File: config.mk
export PLATFORM = sky130hd
export DESIGN_NAME = wdt_watchdog
export DESIGN_NICKNAME = d
export VERILOG_FILES = /design/src/rtl/wdt_pkg.sv /design/src/rtl/wdt_watchdog.sv
export VERILOG_INCLUDE_DIRS = /design/src /design/src/rtl
export SDC_FILE = /design/constraint.sdc
export NUM_CORES = 1
export LEC_CHECK = 0
export ABC_CLOCK_PERIOD_IN_PS = 2050
export BUFFER_PORTS_ARGS = -buffer_cell sky130_fd_sc_hd__clkbuf_2
export CAP_MARGIN = 10
export CORE_ASPECT_RATIO = 1.5
export CORE_MARGIN = 8
export CORE_UTILIZATION = 55
export CTS_CLUSTER_SIZE = 25
export DETAILED_ROUTE_END_ITERATION = 7
export GPL_ROUTABILITY_DRIVEN = 0
export PLACE_DENSITY = 0.75
export SYNTH_ARGS = -nofsm -noshare
export SYNTH_HDL_FRONTEND = slang
export SYNTH_SLANG_ARGS = --single-unit
export TNS_END_PERCENT = 100
File: constraint.sdc
create_clock -name clk_sys -period 2.05 [get_ports clk_sys]
set_input_delay 0.1025 -clock clk_sys [delete_from_list [all_inputs] [get_ports clk_sys]]
set_output_delay 0.1025 -clock clk_sys [all_outputs]
set_load 0.01 [all_outputs]
File: src/rtl/wdt_defines.svh
// timing constants for the watchdog timer
`ifndef WDT_DEFINES_SVH
`define WDT_DEFINES_SVH
// system clock period in ns
`define WDT_CLK_PERIOD_NS 20
// reset window after the interrupt timeout, in system clocks
`define WDT_RESET_WINDOW_CYC 512
// interval exponents per select code
`define WDT_EXP_SEL0 15
`define WDT_EXP_SEL1 18
`define WDT_EXP_SEL2 21
`define WDT_EXP_SEL3 24
// counter width, covers 2^24 plus reset window
`define WDT_CNT_W 25
// reset pulse length in system clocks
`define WDT_RST_PULSE_CYC 4
`endif

File: src/rtl/wdt_pkg.sv
// types for the watchdog timer
package wdt_pkg;
	typedef enum logic [1:0] {
		WDT_ST_COUNT,
		WDT_ST_WINDOW,
		WDT_ST_RESET
	} wdt_state_e;

	typedef struct packed {
		logic       enable;
		logic       irq_enable;
		logic [1:0] timeout_interval_select;
	} wdt_cfg_s;

	typedef struct packed {
		wdt_state_e  st;
		logic [24:0] cnt;
		logic [2:0]  rst_cnt;
		logic        restart_s1;
		logic        restart_s2;
		logic        restart_s3;
		logic        irq;
		logic        timeout_pulse;
		logic        sys_reset;
	} wdt_state_s;
endpackage : wdt_pkg

File: src/rtl/wdt_watchdog.sv
// watchdog timer: interval timeout, interrupt and system reset
`timescale 1ns/1ns
`include "wdt_defines.svh"

module wdt_watchdog
	import wdt_pkg::*;
(
	// clock and reset
	input  wire logic     clk_sys,
	input  wire logic     reset,
	// configuration and software restart
	input  wire wdt_cfg_s cfg,
	input  wire logic     restart,
	// events
	output logic          wdt_irq,
	output logic          wdt_timeout,
	output logic          wdt_sys_reset
);

	localparam int CW = `WDT_CNT_W;

	wdt_state_s q;
	wdt_state_s d;
	logic [CW-1:0] interval;
	logic          restart_rise;

	// ==========================================================
	// interval decode
	always_comb begin
		case (cfg.timeout_interval_select)
			2'h0:    interval = CW'(1) << `WDT_EXP_SEL0;
			2'h1:    interval = CW'(1) << `WDT_EXP_SEL1;
			2'h2:    interval = CW'(1) << `WDT_EXP_SEL2;
			2'h3:    interval = CW'(1) << `WDT_EXP_SEL3;
			default: interval = CW'(1) << `WDT_EXP_SEL3;
		endcase
	end

	// ==========================================================
	// next state
	assign restart_rise = q.restart_s2 & ~q.restart_s3;

	always_comb begin
		d               = q;
		d.restart_s1    = restart;
		d.restart_s2    = q.restart_s1;
		d.restart_s3    = q.restart_s2;
		d.timeout_pulse = 1'b0;
		d.sys_reset     = 1'b0;
		if (!cfg.enable) begin
			d.st  = WDT_ST_COUNT;
			d.cnt = '0;
			d.irq = 1'b0;
		end else begin
			case (q.st)
				WDT_ST_COUNT: begin
					if (restart_rise) begin
						d.cnt = '0;
					end else if (q.cnt == interval - CW'(1)) begin
						d.cnt           = q.cnt + CW'(1);
						d.st            = WDT_ST_WINDOW;
						d.timeout_pulse = 1'b1;
						d.irq           = cfg.irq_enable;
					end else begin
						d.cnt = q.cnt + CW'(1);
					end
				end
				WDT_ST_WINDOW: begin
					if (restart_rise) begin
						d.cnt = '0;
						d.irq = 1'b0;
						d.st  = WDT_ST_COUNT;
					end else if (q.cnt == interval + CW'(`WDT_RESET_WINDOW_CYC - 1)) begin
						d.cnt       = '0;
						d.st        = WDT_ST_RESET;
						d.sys_reset = 1'b1;
						d.rst_cnt   = 3'(`WDT_RST_PULSE_CYC - 1);
						d.irq       = 1'b0;
					end else begin
						d.cnt = q.cnt + CW'(1);
					end
				end
				WDT_ST_RESET: begin
					d.cnt = '0;
					if (q.rst_cnt == 3'h0) begin
						d.st = WDT_ST_COUNT;
					end else begin
						d.sys_reset = 1'b1;
						d.rst_cnt   = q.rst_cnt - 3'h1;
					end
				end
				default: begin
					d.st  = WDT_ST_COUNT;
					d.cnt = '0;
				end
			endcase
		end
		if (!cfg.irq_enable) begin
			d.irq = 1'b0;
		end
	end

	// ==========================================================
	// state register
	always_ff @(posedge clk_sys) begin
		if (reset) begin
			q <= '{st: WDT_ST_COUNT, default: '0};
		end else begin
			q <= d;
		end
	end

	assign wdt_irq       = q.irq;
	assign wdt_timeout   = q.timeout_pulse;
	assign wdt_sys_reset = q.sys_reset;

endmodule : wdt_watchdog

# --- Word level (Yosys, flattened, before mapping) ---
# Index checks and enable logic that the tools add are counted.
# W data, S select, Z words.
word_totals:
  output_inout_bits: 3
  ff_bits: 36
  wordCells: 65
  input_bits: 7
classes:
  reduce_logical: 11
  mux: 22
  n_bitwise: 5
  n_eq_ne: 14
  add_sub_neg: 4
op_table:
  columns: ["cell", "count"]
  rows:
  - ["$pmux W25 S4", 1]
  - ["$pmux W27 S3", 1]
  - ["$eq A25 B25 Y1", 2]
  - ["$mux W25", 2]
  - ["$mux W27", 1]
  - ["$add A25 B1 Y25 const B", 1]
  - ["$add A25 B9 Y25 const B", 1]
  - ["$sub A25 B1 Y25 const B", 1]
  - ["$mux W2", 6]
  - ["$ne A2 B2 Y1 const B", 6]
  - ["$mux W3", 3]
  - ["$reduce_and A4 Y1", 2]
  - ["$eq A2 B2 Y1 const B", 3]
  - ["$pmux W3 S2", 1]
  - ["$mux W1", 5]
  - ["$reduce_and A5 Y1", 1]
  - ["$eq A2 B1 Y1 const B", 2]
  - ["$logic_not A2 Y1", 2]
  - ["$not A1 Y1", 4]
  - ["$pmux W1 S2", 2]
  - ["$reduce_bool A2 Y1", 2]
  - ["$reduce_or A4 Y1", 1]
  - ["$logic_not A3 Y1", 1]
  - ["$ne A3 B3 Y1 const B", 1]
  - ["4 further kinds", 4]

# --- Depth between registers and ports, before layout ---
logic_depth:
  word_depth: 7
  ltp_mapped: 9
  depth_no_buf: 7

# --- Least setup slack after synthesis ---
# OpenSTA, ideal clock, no wires.
synth_timing:
  kind: "register to register"
  start: "register q[27] (netlist bit)"
  end: "register q[14] (netlist bit)"
  path_stages_with_launch: 8
  t_required_ns: 1.909
  setup_time_ns: 0.141
  t_arrival_ns: 1.886
  synth_period_minus_slack_ns: 2.027
  path_buffers: 3
  path_slack_ns: 0.023
  path_cell_list: "dfxtp_1 clkbuf_1 or3b_1 a2111o_1 buf_6 a21oi_4 buf_6 nor3_2"
synth_between:
  elab_chain_len: 4
synth_rtl:
  columns: ["element", "line_no", "source"]
  rows:
  - ["start: declaration", "wdt_watchdog.sv:22", "wdt_state_s q;"]
  - ["start signal: assignment", "wdt_watchdog.sv:107", "q <= '{st: WDT_ST_COUNT, default: '0};"]
  - ["start signal: assignment", "wdt_watchdog.sv:109", "q <= d;"]
  - ["$eq A25 B25 Y1", "wdt_watchdog.sv:73", "end else if (q.cnt == interval + CW'(`WDT_RESET_WINDOW_CYC - 1)) begin"]
  - ["$mux W25", "wdt_watchdog.sv:73", null]
  - ["$mux W27", "wdt_watchdog.sv:69", "if (restart_rise) begin"]
  - ["$pmux W27 S3", "wdt_watchdog.sv:55", "case (q.st)"]
# Every way passes these cells.
# A chain may end at the register's enable or synchronous reset.

# --- Worst setup path in the final report ---
layout_timing:
  start: "register q[9] (netlist bit)"
  end: "register q[6] (netlist bit)"
layout_between:
  elab_chain_len: 3
layout_rtl:
  columns: ["element", "line_no"]
  rows:
  - ["$eq A25 B25 Y1", "wdt_watchdog.sv:73"]
  - ["$ne A2 B2 Y1 (no line)", null]
  - ["$reduce_and A5 Y1 (no line)", null]
# Every way passes these cells.

==> out/qor.txt <==
switching component of the power: 0.283 mW
cell type group with the largest total delay on the critical path: compound AO/OA/AOI/OAI gates
horizontal die dimension: 67.0 um
yosys synthesis warning count: 0
category of the most critical setup path: reg2reg
met3 wire length: 204 um
time the worst path needs with I/O delays and setup: 2.05 ns
first-pass GRT wire length: 8520 um
port bufs: 9
instance count of the mapped netlist: 239
Power per Cell Area: 492 nW/um2
area of the core: 3850 um2
net count after synthesis: 253
number of antenna violations at the first check in global routing: 0
maximum number of pins on one net before global-route repair: 26
starting density of the core: 0.558
internal portion of total power: 1.01 mW
leftover overflow at the end of global routing: 0
sequential cell fraction of total power: 0.549
TritonCTS clock tree: done
final clock period utilization by the worst path: 1.00
FFs w/ async S/R, synth: 0
cell area after placement: 2400 um2
status: finished, violations left
DP Worst Slack: -0.174 ns
area of combinational cells with multiple inputs: 1340 um2
root buffer cell: clkbuf_8
final worst clock skew: 0.00637 ns
total half-perimeter wirelength after legalization and detailed placement: 3680 um
longest individual stage delay on the worst path: 0.52 ns
sequence of cells on the critical path: ha_4, and4_4, nand4_1, a2111o_1, buf_6, o21a_1, o211a_1
Setup crit start kind: register
count of buffering cells on the critical path with inverters included: 1
count of fill cells added during filler insertion: 329
utilization of the core after routing: 0.680
final routed wire length divided by cell count: 16.3 um
worst skew pair latency: 0.29 ns
Gate power share: 0.054
clock sink count: 36
portion of total power attributed to the clock network: 0.397
final std cells w/o fill: 323
sequential cell area: 724 um2
largest voltage drop on the vdd net: 0.518 mV
actual transition at the worst max-transition pin: 0.468 ns
final worst-path setup slack: -0.00105 ns
post-synthesis instance area: 2150 um2
count of standard-cell rows: 28
switching share of power: 0.220
RSZ-0062 raised after global routing: true
largest fanout on the critical path: 5
number of enable flip-flop cells after synthesis: 0
number of nets in the final layout: 291
global-route usage over all layers: 0.172
most common library cell in the layout ignoring fill and taps: dfxtp_1
Pwr Total: 1.29 mW
CTS H-Tree Depth: 2
Hold Worst Slack: 0.0537 ns
most used cells in the layout excluding fill and tap cells: 33 x dfxtp_1, 31 x buf_4, 20 x nor3_2, 18 x xnor2_1, 14 x nand4_1
Max-Cap Viols: 0
# diodes: 0
Max-Slew Margin vs Limit: 0.687
DRC Markers: 0
stages on the worst setup path: 7
crit path max-delay cell type: a2111o_1
Total Die Area: 6210 um2
boundary pin count: 10
cell area after layout: 2620 um2
layout cells sized above 1: 0.302
Initial DRC Count: 136
Seq/Total Area, Yosys: 0.335
WL final: 5260 um
number of instances on the worst hold path: 2
Synth Area per Inst: 8.99 um2
required time at the endpoint of the critical path: 2.23 ns
post-DR vias/cell: 5.89
number of clock buffers inserted by TritonCTS: 5
cell count after placement: 309
violations in the final reports: setup timing
total via count in the routed design: 1,904
wire length on met1: 2070 um
setup-violating endpoint count in the final report: 1
post-route setup TNS: -0.00105 ns
Final Hold Violating Endpoints: 0
Static Leakage: 0.912 nW
highest attainable clock frequency: 488 MHz
Synth Flop Type: dfxtp_1
clock-pin slew on the worst setup and hold paths: 0.07 ns
number of nets still failing antenna checks after routing: 0
arrival time worst endpoint: 2.23 ns
worst-case clock buffer depth: 2
vias in the first global route: 1,936
uppermost routed layer: met4
kind of end point of the critical path: register
#FFs+latches synth: 36
first-pass iteration count of the detailed router: 4
worst hold-check path type: in2reg
height of the die: 92.6 um
number of buffers inserted for hold repair after clock tree synthesis: 0
worst r2r path cells: 7
count of cell types in the netlist: 45
Layout area overhead: 21.9%
Max Slew Vio Count: 0
met2 wire length: 2880 um
[area by class of cell]
cell class	instances	area share
Timing Repair Buffer	45	0.136
Sequential cell	36	0.277
Multi-Input combinational cell	176	0.513
Tap cell	45	0.0215
Inverter	13	0.0186
Clock buffer	8	0.0344
[layer usage]
layer | GRT usage | vias to the layer above
met5 | 0 | -
met4 | 0.0911 | 0
met3 | 0.0375 | 12
met2 | 0.314 | 44
met1 | 0.171 | 898
li1 | - | 950
[Yosys cell counts, types with 7 or more instances]
cell | number | area (um2)
nand2_1 | 13 | 48.8
dfxtp_1 | 36 | 721
clkbuf_1 | 9 | 33.8
nor2_1 | 7 | 26.3
ha_1 | 7 | 87.6
o21ai_0 | 7 | 35.0
inv_1 | 13 | 48.8
nor3_1 | 10 | 50.1
nand4_1 | 14 | 87.6
xnor2_1 | 18 | 158
nand3_1 | 11 | 55.1
nor4_1 | 8 | 50.1
nor3_2 | 20 | 200
[power groups by stage]
stage	logic (mW)	clock network (mW)	registers (mW)
floorplan	0.0448	0	0.721
CTS	0.0661	0.529	0.705
detailed placement	0.0652	0	0.721
finish	0.0700	0.511	0.707
global placement	0.0635	0	0.721
global route	0.0760	0.557	0.707
[final timing paths]
path,startpoint,endpoint,slack (ns)
max,q[9],q[6],-0.001
min,restart,d[4],0.05
max reg2reg,q[9],q[6],-0.001
min reg2reg,d[4],d[3],0.46
[worst reg2reg max path, stage by stage (launching register included)]
cell and delay, ns:
dfxtp_2 0.36, ha_4 0.16, and4_4 0.23, nand4_1 0.08, a2111o_1 0.52, buf_6 0.17
o21a_1 0.21, o211a_1 0.21
[timing repair]
item,4_1_cts,5_1_grt
setup endpoints to repair,4,26
setup buffers,0,5
pin swaps,2,10
cloned,0,1
resized for setup,4,12
[logic make-up after synthesis]
logic type | count (synthesis) | share of synthesized area
AND/OR/NAND/NOR | 108 | 0.326
AO/OA/AOI/OAI | 37 | 0.137
flip-flops | 36 | 0.335
buffers and inverters | 27 | 0.0629
XOR/XNOR | 24 | 0.0978
adder cells (fa/ha/maj) | 7 | 0.0407
[sequential cells by signal, summed over array words and instances, names as in the netlist]
signal	flops
d	2
q	31
wdt_sys_reset	1
wdt_irq	1
wdt_timeout	1
(Power assumes the default switching activity.)
